<file path="config.mk">
export PLATFORM = sky130hd
export DESIGN_NAME = scfm_regbank
export DESIGN_NICKNAME = d
export VERILOG_FILES = /design/src/hw/scfm_fault_logger.v /design/src/hw/scfm_discovery.v /design/src/hw/scfm_regbank.v
export VERILOG_INCLUDE_DIRS = /design/src /design/src/hw
export SDC_FILE = /design/constraint.sdc
export NUM_CORES = 1
export LEC_CHECK = 0
export BUFFER_PORTS_ARGS = -buffer_cell sky130_fd_sc_hd__clkbuf_2
export CORE_MARGIN = 2
export CORE_UTILIZATION = 35
export CTS_CLUSTER_DIAMETER = 30
export DETAILED_ROUTE_END_ITERATION = 6
export GPL_TIMING_DRIVEN = 0
export REMOVE_ABC_BUFFERS = 1
export SLEW_MARGIN = 10
export SYNTH_ARGS = -nofsm -noshare
export SYNTH_HDL_FRONTEND = slang
export SYNTH_SLANG_ARGS = --single-unit
</file>
<file path="constraint.sdc">
create_clock -name clk_in -period 25.3 [get_ports clk_in]
set_input_delay 2.53 -clock clk_in [delete_from_list [all_inputs] [get_ports clk_in]]
set_output_delay 2.53 -clock clk_in [all_outputs]
set_load 0.02 [all_outputs]
</file>
<file path="src/hw/scfm_map.vh">
`ifndef SCFM_MAP_VH
`define SCFM_MAP_VH
// get/set codes
`define SCFM_CODE_LAST_ERR   8'h20
`define SCFM_CODE_SER2       8'h46
`define SCFM_CODE_GW3        8'h47
`define SCFM_CODE_GW2        8'h48
`define SCFM_CODE_GW1        8'h49
`define SCFM_CODE_GW0        8'h4A
`define SCFM_CODE_GPIB1      8'h4B
`define SCFM_CODE_GPIB2      8'h4C
`define SCFM_CODE_DHCP       8'h4D
`define SCFM_CODE_NETID      8'h4E
`define SCFM_CODE_PSMON      8'h4F
`define SCFM_CODE_FMASK      8'h50
`define SCFM_CODE_POLE       8'h53
// reset values
`define SCFM_RST_GW          8'h00
`define SCFM_RST_DHCP        1'h0
`define SCFM_RST_NETID       8'h00
`define SCFM_RST_PSMON       2'h0
`define SCFM_RST_FMASK       4'h0
// field positions
`define SCFM_FMASK_ALONE     0
`define SCFM_FMASK_SILENT    1
`define SCFM_FMASK_PRESET    2
`define SCFM_FMASK_SECOND    3
`define SCFM_SUMMARY_FAULT   3
`define SCFM_ESR_CME         5
// fault codes
`define SCFM_FC_ALONE_TOP    14'd7900
`define SCFM_FC_ALONE_BOT    14'd8000
`define SCFM_FC_SILENT_TOP   14'd8100
`define SCFM_FC_SILENT_BOT   14'd8200
`define SCFM_FC_PRESET_TOP   14'd8300
`define SCFM_FC_PRESET_BOT   14'd8400
`define SCFM_FC_SECOND_TOP   14'd8500
// discovery
`define SCFM_UDP_PORT        16'd5417
`define SCFM_REPLY_LEN       4'hC
`define SCFM_POLE_IS_POLE    16'hFFFF
`endif

</file>
<file path="src/hw/scfm_fault_logger.v">
`timescale 1ns/1ps
`include "scfm_map.vh"
module scfm_fault_logger (
  // clock and reset
  input  wire        clk_in,
  input  wire        rst_in,
  // configuration
  input  wire [3:0]  mask_in,
  input  wire        top_slot_in,
  // incident pulses
  input  wire        alone_in,
  input  wire        silent_in,
  input  wire        partner_reset_in,
  input  wire        top_secondary_in,
  // fault push
  output reg         push_out,
  output reg  [13:0] code_out,
  output reg         primary_out
);
  reg  [3:0] pending;
  wire [3:0] detect;
  wire [3:0] next_pending;
  // gate each incident by its mask bit at detection
  assign detect = {top_secondary_in & top_slot_in & mask_in[`SCFM_FMASK_SECOND],
                   partner_reset_in & mask_in[`SCFM_FMASK_PRESET],
                   silent_in & mask_in[`SCFM_FMASK_SILENT],
                   alone_in & mask_in[`SCFM_FMASK_ALONE]};
  assign next_pending = pending | detect;
  always @(posedge clk_in or posedge rst_in) begin
    if (rst_in) begin
      pending     <= 4'h0;
      push_out    <= 1'b0;
      code_out    <= 14'h0;
      primary_out <= 1'b0;
    end else begin
      push_out <= 1'b0;
      if (partner_reset_in)
        primary_out <= 1'b1;
      else if (top_secondary_in)
        primary_out <= 1'b0;
      if (next_pending[0]) begin
        code_out <= top_slot_in ? `SCFM_FC_ALONE_TOP : `SCFM_FC_ALONE_BOT;
        push_out <= 1'b1;
        pending  <= next_pending & 4'hE;
      end else if (next_pending[1]) begin
        code_out <= top_slot_in ? `SCFM_FC_SILENT_TOP : `SCFM_FC_SILENT_BOT;
        push_out <= 1'b1;
        pending  <= next_pending & 4'hD;
      end else if (next_pending[2]) begin
        code_out <= top_slot_in ? `SCFM_FC_PRESET_TOP : `SCFM_FC_PRESET_BOT;
        push_out <= 1'b1;
        pending  <= next_pending & 4'hB;
      end else if (next_pending[3]) begin
        code_out <= `SCFM_FC_SECOND_TOP;
        push_out <= 1'b1;
        pending  <= next_pending & 4'h7;
      end else begin
        pending <= next_pending;
      end
    end
  end
endmodule

</file>
<file path="src/hw/scfm_discovery.v">
`timescale 1ns/1ps
`include "scfm_map.vh"
module scfm_discovery #(
  // arbitrary product code, eight ASCII characters
  parameter [63:0] PRODUCT_CODE = 64'h53574D4630303031
) (
  // clock and reset
  input  wire       clk_in,
  input  wire       rst_in,
  // datagram arrival
  input  wire       udp_valid_in,
  input  wire       udp_for_us_in,
  input  wire [15:0] udp_port_in,
  input  wire [15:0] udp_len_in,
  input  wire [7:0] net_id_in,
  // reply bytes
  output reg        reply_valid_out,
  output reg  [7:0] reply_byte_out,
  output reg        reply_last_out
);
  reg  [3:0] idx;
  reg        busy;
  reg  [7:0] id;
  function [7:0] scfm_ascii;
    input [7:0] v;
    begin
      scfm_ascii = 8'h30 + v;
    end
  endfunction
  reg  [7:0] sel_byte;
  always @* begin
    sel_byte = 8'h20;
    case (idx)
      4'h8:    sel_byte = 8'h20;
      4'h9:    sel_byte = scfm_ascii(id / 8'd100);
      4'hA:    sel_byte = scfm_ascii((id / 8'd10) % 8'd10);
      4'hB:    sel_byte = scfm_ascii(id % 8'd10);
      default: sel_byte = PRODUCT_CODE[(7 - idx[2:0]) * 8 +: 8];
    endcase
  end
  always @(posedge clk_in or posedge rst_in) begin
    if (rst_in) begin
      idx             <= 4'h0;
      busy            <= 1'b0;
      id              <= 8'h00;
      reply_valid_out <= 1'b0;
      reply_byte_out  <= 8'h00;
      reply_last_out  <= 1'b0;
    end else begin
      reply_valid_out <= busy;
      reply_byte_out  <= sel_byte;
      reply_last_out  <= busy && (idx == `SCFM_REPLY_LEN - 4'h1);
      if (busy) begin
        idx <= idx + 4'h1;
        if (idx == `SCFM_REPLY_LEN - 4'h1)
          busy <= 1'b0;
      end else if (udp_valid_in && udp_for_us_in &&
                   udp_port_in == `SCFM_UDP_PORT && udp_len_in != 16'h0) begin
        busy <= 1'b1;
        idx  <= 4'h0;
        id   <= net_id_in;
      end
    end
  end
endmodule

</file>
<file path="src/hw/scfm_regbank.v">
// What this block does
// - code 70 reads 1 when second CPU serial port fitted, else 0.
// - codes 71..74 hold second CPU gateway octets, MS first.
// - codes 75 and 76 report GPIB fitted on first and second CPU.
// - code 77 DHCP enable, 1 enables, default disabled.
// - code 78 network identifier 0..255, default zero.
// - code 79 two-bit supply monitoring disable selector.
// - code 80 four-bit fault mask, zero keeps old behaviour.
// - weight 1: lone reset logs 7900 top or 8000 bottom.
// - weight 2: lost partner responses log 8100 top or 8200 bottom.
// - weight 4: partner reset logs 8300 or 8400, then primary.
// - weight 8: top CPU reset as secondary logs 8500.
// - last error reads stay while event bit set; else read once, clear.
// - set of selector picks module the next get reports.
// - code 83 get returns owning pole, -1 for pole, 0 invalid pole.
// - UDP on port 5417 answered with product code and identifier.
// - fault summary bit clears once fault queue empties.
// - fault summary bit is status byte weight 8, set while faults queued.
// - code 32 holds most recent error code or zero.
// - event status bits sticky until cleared together.
`timescale 1ns/1ps
`include "scfm_map.vh"
module scfm_regbank #(
  parameter        QUEUE_DEPTH  = 8,
  parameter        QUEUE_AW     = 3,
  parameter        POLE_ENTRIES = 16,
  parameter        POLE_AW      = 4,
  // arbitrary product code, eight ASCII characters
  parameter [63:0] PRODUCT_CODE = 64'h53574D4630303031
) (
  // clock and reset
  input  wire        clk_in,
  input  wire        rst_in,
  // get/set commands
  input  wire        cmd_valid_in,
  input  wire        cmd_write_in,
  input  wire [7:0]  cmd_code_in,
  input  wire [15:0] cmd_data_in,
  output reg         resp_valid_out,
  output reg  [15:0] resp_data_out,
  output reg         resp_err_out,
  // fitted ports
  input  wire        ser2_fitted_in,
  input  wire        gpib1_fitted_in,
  input  wire        gpib2_fitted_in,
  // pole table load
  input  wire        pole_wr_in,
  input  wire [POLE_AW-1:0] pole_wr_index_in,
  input  wire        pole_wr_is_pole_in,
  input  wire [7:0]  pole_wr_owner_in,
  input  wire        pole_zero_valid_in,
  // error and event status
  input  wire        err_set_in,
  input  wire [15:0] err_code_in,
  input  wire [7:0]  events_in,
  input  wire        esr_clear_in,
  output reg  [7:0]  event_status_latch_out,
  // paired CPU incidents
  input  wire        top_slot_in,
  input  wire        alone_in,
  input  wire        silent_in,
  input  wire        partner_reset_in,
  input  wire        top_secondary_in,
  output reg         primary_out,
  // fault queue
  input  wire        fault_pop_in,
  output reg  [13:0] fault_head_out,
  output reg  [7:0]  status_summary_byte_out,
  // configuration outputs
  output reg  [31:0] gateway_out,
  output reg         dhcp_enable_out,
  output reg  [7:0]  net_id_out,
  output reg         watch_supply1_out,
  output reg         watch_supply2_out,
  output reg  [3:0]  fault_mask_out,
  // discovery
  input  wire        udp_valid_in,
  input  wire        udp_for_us_in,
  input  wire [15:0] udp_port_in,
  input  wire [15:0] udp_len_in,
  output reg         reply_valid_out,
  output reg  [7:0]  reply_byte_out,
  output reg         reply_last_out
);
  // register state
  reg  [7:0]  gw3;
  reg  [7:0]  gw2;
  reg  [7:0]  gw1;
  reg  [7:0]  gw0;
  reg         dhcp;
  reg  [7:0]  net_id;
  reg  [1:0]  psmon;
  reg  [3:0]  fmask;
  reg  [POLE_AW-1:0] pole_sel;
  reg  [15:0] last_err;
  reg  [7:0]  esr;
  // pole table
  reg         pole_is_pole [0:POLE_ENTRIES-1];
  reg  [7:0]  pole_owner   [0:POLE_ENTRIES-1];
  // fault queue
  reg  [13:0] fq_mem [0:QUEUE_DEPTH-1];
  reg  [QUEUE_AW-1:0] fq_wp;
  reg  [QUEUE_AW-1:0] fq_rp;
  reg  [QUEUE_AW:0]   fq_cnt;
  // decoded command
  wire        do_get;
  wire        do_set;
  reg  [15:0] rd_data;
  reg         rd_err;
  // submodule wires
  wire        log_push;
  wire [13:0] log_code;
  wire        log_primary;
  wire        disc_valid;
  wire [7:0]  disc_byte;
  wire        disc_last;
  integer     i;

  assign do_get = cmd_valid_in & ~cmd_write_in;
  assign do_set = cmd_valid_in & cmd_write_in;

  function is_code;
    input [7:0] code;
    input [7:0] want;
    begin
      is_code = (code == want);
    end
  endfunction

  // read multiplexer
  always @* begin
    rd_data = 16'h0000;
    rd_err  = 1'b0;
    case (cmd_code_in)
      `SCFM_CODE_LAST_ERR: rd_data = last_err;
      `SCFM_CODE_SER2:     rd_data = {15'h0, ser2_fitted_in};
      `SCFM_CODE_GW3:      rd_data = {8'h00, gw3};
      `SCFM_CODE_GW2:      rd_data = {8'h00, gw2};
      `SCFM_CODE_GW1:      rd_data = {8'h00, gw1};
      `SCFM_CODE_GW0:      rd_data = {8'h00, gw0};
      `SCFM_CODE_GPIB1:    rd_data = {15'h0, gpib1_fitted_in};
      `SCFM_CODE_GPIB2:    rd_data = {15'h0, gpib2_fitted_in};
      `SCFM_CODE_DHCP:     rd_data = {15'h0, dhcp};
      `SCFM_CODE_NETID:    rd_data = {8'h00, net_id};
      `SCFM_CODE_PSMON:    rd_data = {14'h0, psmon};
      `SCFM_CODE_FMASK:    rd_data = {12'h0, fmask};
      `SCFM_CODE_POLE: begin
        if (pole_sel == {POLE_AW{1'b0}} && !pole_zero_valid_in)
          rd_data = 16'h0000;
        else if (pole_is_pole[pole_sel])
          rd_data = `SCFM_POLE_IS_POLE;
        else
          rd_data = {8'h00, pole_owner[pole_sel]};
      end
      default: rd_err = 1'b1;
    endcase
  end

  // command response
  always @(posedge clk_in or posedge rst_in) begin
    if (rst_in) begin
      resp_valid_out <= 1'b0;
      resp_data_out  <= 16'h0000;
      resp_err_out   <= 1'b0;
    end else begin
      resp_valid_out <= cmd_valid_in;
      resp_data_out  <= do_get ? rd_data : 16'h0000;
      resp_err_out   <= do_get ? rd_err : 1'b0;
    end
  end

  // writable registers
  always @(posedge clk_in or posedge rst_in) begin
    if (rst_in) begin
      gw3      <= `SCFM_RST_GW;
      gw2      <= `SCFM_RST_GW;
      gw1      <= `SCFM_RST_GW;
      gw0      <= `SCFM_RST_GW;
      dhcp     <= `SCFM_RST_DHCP;
      net_id   <= `SCFM_RST_NETID;
      psmon    <= `SCFM_RST_PSMON;
      fmask    <= `SCFM_RST_FMASK;
      pole_sel <= {POLE_AW{1'b0}};
    end else if (do_set) begin
      if (is_code(cmd_code_in, `SCFM_CODE_GW3))
        gw3 <= cmd_data_in[7:0];
      if (is_code(cmd_code_in, `SCFM_CODE_GW2))
        gw2 <= cmd_data_in[7:0];
      if (is_code(cmd_code_in, `SCFM_CODE_GW1))
        gw1 <= cmd_data_in[7:0];
      if (is_code(cmd_code_in, `SCFM_CODE_GW0))
        gw0 <= cmd_data_in[7:0];
      if (is_code(cmd_code_in, `SCFM_CODE_DHCP))
        dhcp <= cmd_data_in[0];
      if (is_code(cmd_code_in, `SCFM_CODE_NETID))
        net_id <= cmd_data_in[7:0];
      if (is_code(cmd_code_in, `SCFM_CODE_PSMON))
        psmon <= cmd_data_in[1:0];
      if (is_code(cmd_code_in, `SCFM_CODE_FMASK))
        fmask <= cmd_data_in[3:0];
      if (is_code(cmd_code_in, `SCFM_CODE_POLE))
        pole_sel <= cmd_data_in[POLE_AW-1:0];
    end
  end

  // pole table, loaded by system firmware
  always @(posedge clk_in or posedge rst_in) begin
    if (rst_in) begin
      for (i = 0; i < POLE_ENTRIES; i = i + 1) begin
        pole_is_pole[i] <= 1'b0;
        pole_owner[i]   <= 8'h00;
      end
    end else if (pole_wr_in) begin
      pole_is_pole[pole_wr_index_in] <= pole_wr_is_pole_in;
      pole_owner[pole_wr_index_in]   <= pole_wr_owner_in;
    end
  end

  // event status latch, set wins over clear
  always @(posedge clk_in or posedge rst_in) begin
    if (rst_in) begin
      esr <= 8'h00;
    end else if (esr_clear_in) begin
      esr <= events_in;
    end else begin
      esr <= esr | events_in;
    end
  end

  // last error: read clears only once its event bit is gone
  always @(posedge clk_in or posedge rst_in) begin
    if (rst_in) begin
      last_err <= 16'h0000;
    end else if (err_set_in) begin
      last_err <= err_code_in;
    end else if (do_get && is_code(cmd_code_in, `SCFM_CODE_LAST_ERR) &&
                 !esr[`SCFM_ESR_CME]) begin
      last_err <= 16'h0000;
    end
  end

  // queue occupancy, at most one entry in and one out per cycle
  wire [QUEUE_AW:0] fq_inc;
  wire [QUEUE_AW:0] fq_dec;
  wire [QUEUE_AW:0] next_fq_cnt;
  assign fq_inc = {{QUEUE_AW{1'b0}},
                   log_push && fq_cnt != QUEUE_DEPTH[QUEUE_AW:0]};
  assign fq_dec = {{QUEUE_AW{1'b0}},
                   fault_pop_in && fq_cnt != {(QUEUE_AW+1){1'b0}}};
  assign next_fq_cnt = fq_cnt + fq_inc - fq_dec;

  // fault queue, full queue drops new entries
  always @(posedge clk_in or posedge rst_in) begin
    if (rst_in) begin
      fq_wp  <= {QUEUE_AW{1'b0}};
      fq_rp  <= {QUEUE_AW{1'b0}};
      fq_cnt <= {(QUEUE_AW+1){1'b0}};
    end else begin
      if (log_push && fq_cnt != QUEUE_DEPTH[QUEUE_AW:0]) begin
        fq_mem[fq_wp] <= log_code;
        fq_wp <= fq_wp + {{(QUEUE_AW-1){1'b0}}, 1'b1};
      end
      if (fault_pop_in && fq_cnt != {(QUEUE_AW+1){1'b0}})
        fq_rp <= fq_rp + {{(QUEUE_AW-1){1'b0}}, 1'b1};
      fq_cnt <= next_fq_cnt;
    end
  end

  // status and configuration outputs
  always @(posedge clk_in or posedge rst_in) begin
    if (rst_in) begin
      status_summary_byte_out <= 8'h00;
      fault_head_out          <= 14'h0;
      event_status_latch_out  <= 8'h00;
      gateway_out             <= 32'h0;
      dhcp_enable_out         <= 1'b0;
      net_id_out              <= 8'h00;
      watch_supply1_out       <= 1'b0;
      watch_supply2_out       <= 1'b0;
      fault_mask_out          <= 4'h0;
      primary_out             <= 1'b0;
    end else begin
      status_summary_byte_out <= 8'h00;
      status_summary_byte_out[`SCFM_SUMMARY_FAULT] <=
        (next_fq_cnt != {(QUEUE_AW+1){1'b0}});
      fault_head_out         <= fq_mem[fq_rp];
      event_status_latch_out <= esr;
      gateway_out            <= {gw3, gw2, gw1, gw0};
      dhcp_enable_out        <= dhcp;
      net_id_out             <= net_id;
      watch_supply1_out      <= ~psmon[0];
      watch_supply2_out      <= ~psmon[1];
      fault_mask_out         <= fmask;
      primary_out            <= log_primary;
    end
  end

  // discovery reply bytes
  always @(posedge clk_in or posedge rst_in) begin
    if (rst_in) begin
      reply_valid_out <= 1'b0;
      reply_byte_out  <= 8'h00;
      reply_last_out  <= 1'b0;
    end else begin
      reply_valid_out <= disc_valid;
      reply_byte_out  <= disc_byte;
      reply_last_out  <= disc_last;
    end
  end

  scfm_fault_logger u_logger (
    .clk_in           (clk_in),
    .rst_in           (rst_in),
    .mask_in          (fmask),
    .top_slot_in      (top_slot_in),
    .alone_in         (alone_in),
    .silent_in        (silent_in),
    .partner_reset_in (partner_reset_in),
    .top_secondary_in (top_secondary_in),
    .push_out         (log_push),
    .code_out         (log_code),
    .primary_out      (log_primary)
  );

  scfm_discovery #(
    .PRODUCT_CODE (PRODUCT_CODE)
  ) u_discovery (
    .clk_in          (clk_in),
    .rst_in          (rst_in),
    .udp_valid_in    (udp_valid_in),
    .udp_for_us_in   (udp_for_us_in),
    .udp_port_in     (udp_port_in),
    .udp_len_in      (udp_len_in),
    .net_id_in       (net_id),
    .reply_valid_out (disc_valid),
    .reply_byte_out  (disc_byte),
    .reply_last_out  (disc_last)
  );
endmodule

</file>
==> impl_metrics.csv <==
group,metric,value,unit
synthesis,ys_seq_area_frac,0.6089,
sta,setup_viol,0,
clocking,holdBufCountCts,0,
global_route,grt_antenna_before_repair,2,
synthesis,synthesis.area,0.01835,sq mm
synthesis,synth_top_family_by_area,"multiplexers",
route,wl_per_cell,19.54,um
sta,skew,0.03877,ns
finish,stdcell_count,2274,
worst_hold_path,hold_class,"flip-flop to flip-flop",
worst_hold_path,hp-start,"u_logger.primary_out$_DFFE_PP0P_",
worst_hold_path,whs_endpoint,"primary_out$_DFF_PP0_",
finish,fillers,4510,
setup_path,r2r_setup_slack,21.10,ns
floorplanning,start_util,0.3555,
synthesis,synth_compound_area_frac,0.06861,
sta,rsz0062_at_grt,"no",
sta,finalWorstSetupSlack,20.47,ns
worst_hold_path,whs_path_depth,0,
floorplanning,die_x,233.0,um
global_route,track_usage,0.1671,
synthesis,avgSynthCellArea,14.54,sq um
floorplanning,core,0.05161,sq mm
setup_path,path_class,"primary input to flip-flop",
power_and_ir_drop,power.leakage,10.41,nW
global_route,grt_pass1_vias,11966,
setup_path,worst_ep_required_time,25.80,ns
synthesis,synthCells,1262,
clocking,cts_sinks,432,
sta,finalCritPeriodShare,0.1911,
synthesis,synth.most_common_cell,"dfrtp_1",
setup_path,crit_arrival,5.34,ns
global_route,grt_pass1_wl,69320,um
synthesis,ys_top_cells_by_count,"360 x dfrtp_1, 211 x mux2_2, 72 x edfxtp_1",
setup_path,cp-start-kind,"primary input",
route,vias_per_cell,5.079,
global_route,grt_overflow,0,
place,hpwl,29540,um
synthesis,synth.area.mux_share,0.2146,
finish,syn2layout_area_growth,29.00,%
synthesis,yosys-top-cells-area,"dfrtp_1 49%, mux2_2 13%, edfxtp_1 12%",
place,place_congestion,0.8496,
clocking,post_cts_resized,0,
outcome,outcome,"finished, final reports clean",
place,port_buffers,200,
clocking,cts_tree,"yes",
sta,max_freq,206.8,MHz
flow_run,cap_viol_max_count,0,
sta,setup_tns,0,ns
synthesis,yosysTopAreaCell,"dfrtp_1",
place,dp_cells,2087,
route,drc,0,
finish,seqCellArea,0.01118,sq mm
clocking,root_buffer,"clkbuf_16",
sta,relSlewSlack,0.2553,
synthesis,yosys.area_share.simple,0.06152,
setup_path,worstRegToRegCells,15,
finish,fin_nets,1641,
sta,fin_crit,4.835,ns
setup_path,cp_max_fo,9,
clocking,clockBufferDepth,3,
clocking,cts.clk_slew.worst_paths,0.05,ns
power_and_ir_drop,vdd_drop_max,0.00006264,V
setup_path,r2r-end,"u_discovery.reply_byte_out[6]$_DFF_PP0_",
global_route,grt_max_degree,118,
floorplanning,die_h,233.0,um
finish,multi_input_area,0.006775,sq mm
synthesis,yosysWarnings,0,
setup_path,cp-end-kind,"flip-flop",
route,drt-pass1-iter-count,5,
floorplanning,die-area,0.05427,sq mm
floorplanning,rows,83,
sta,worst_slew_pin_slew,1.113,ns
power_and_ir_drop,p_per_area,104.0,mW/mm^2
synthesis,synth_edf_count,72,
finish,final_layout_size_suffix_gt1_frac,0.4206,
sta,hold_viol_final,0,
clocking,insertion_delay,0.64,ns
synthesis,synth-adder-area-share,0.01534,
sta,finalMaxSlewViolations,0,
synthesis,ys_types,81,
clocking,cts_buffers,99,
synthesis,synth_top_area_share,0.4910,
setup_path,r2r-start,"u_discovery.id[5]$_DFFE_PP0P_",
synthesis,synth_ff_type,"dfrtp_1",
clocking,post-cts-setup-buffers,0,
route,wl,44440,um
clocking,cts_max_level,3,
synthesis,synth_seq_cells,432,
synthesis,async_flop_share,0.8333,
floorplanning,ios,218,
synthesis,synth_xor_area_frac,0.006683,
route,drt_iter0_markers,794,
route,ant_nets,0,
place,dpl_worst_slack,19.88,ns
route,vias,11550,
## report_power, final
part / internal [mW] / switching (mW) / total [mW]
Combinational: 0.140 / 0.108 / 0.248
Clock: 0.923 / 0.411 / 1.33
Sequential: 0.807 / 0.0729 / 0.879
## placed cells by master, fill, tap and decap left out, drive strengths merged, types with 5 or more instances in the layout
cell type  count
a21o          14
a22oi          5
clkbuf       335
clkinv        21
dfrtp        360
nand3         15
a211oi         7
nand2b        17
a221oi         8
mux2i         13
ha            20
a21oi         41
nor4           7
buf            8
mux4          63
o21ai         38
nand3b         5
a31oi         10
nor2          64
and3           5
nor3          12
edfxtp        72
nor2b          8
mux2         212
xnor2         10
a22o          17
clkinvlp       9
conb           9
inv           33
nand2         61
bufinv        15
## layer usage
metal | GRT usage | share of wire
met1 | 0.2293 | 0.45
met2 | 0.2593 | 0.47
met3 | 0.03431 | 0.054
met4 | 0.06728 | 0.026
met5 | 0 | 0
## worst max path at each step
stage | start | endpoint | slack (ns) | cells after the start
floorplan | rst_in | dhcp$_DFFE_PP0P_ | 12.76 | 1
global placement | rst_in | fq_mem[1][3]$_DFFE_PP_ | 8.89 | 4
detailed placement | cmd_code_in[5] | net_id[0]$_DFFE_PP0P_ | 19.88 | 6
CTS | cmd_code_in[5] | net_id[4]$_DFFE_PP0P_ | 20.52 | 6
global route | cmd_code_in[5] | net_id[4]$_DFFE_PP0P_ | 20.21 | 6
finish | cmd_code_in[5] | net_id[4]$_DFFE_PP0P_ | 20.47 | 6
## flip-flops by register name, summed over array words and instances, names as in the netlist, 9 cells and up
signal	flops
last_err	16
resp_data_out	16
fault_head_out	9
gateway_out	32
pole_owner	128
fq_mem	72
pole_is_pole	16
u_logger.code_out	9
## critical path, cell delays in order
cell and delay (ns):
clkbuf_2 0.09, nor4b_1 0.91, nand2_1 0.23, nor3b_2 0.64, and3_1 0.53, mux2_2 0.39
## cell families after synthesis
| logic type | count (synthesis) |
|---|---|
| other | 1 |
| AOI/OAI and AO/OA | 182 |
| adders and majority gates | 22 |
| DFF | 432 |
| and+or+nand+nor | 225 |
| muxes | 288 |
| xor gates and xnor gates | 14 |
| buffers and inverters | 98 |
## stage by stage
step	hold WS (ns)	instance area, sq um	util	power (mW)
6_report	0.3433	23670	0.4585	2.462
3_5_place_dp	0.3358	20080	0.3890	1.141
2_1_floorplan	0.3312	18030	-	1.047
3_3_place_gp	0.3334	19890	0.3853	1.126
4_1_cts	0.3411	23660	0.4585	2.489
5_1_grt	0.3501	23670	0.4585	2.565
## area by class of cell
class | instances | area share
antenna | 1 | 0.0001057
multi-input combinational | 740 | 0.2863
clock inverter | 51 | 0.03442
inverter | 27 | 0.004600
tap | 680 | 0.03595
timing repair buffer | 208 | 0.04922
sequential | 432 | 0.4723
clock buffer | 135 | 0.1172
Note: power is estimated with default switching activity, not from simulation.
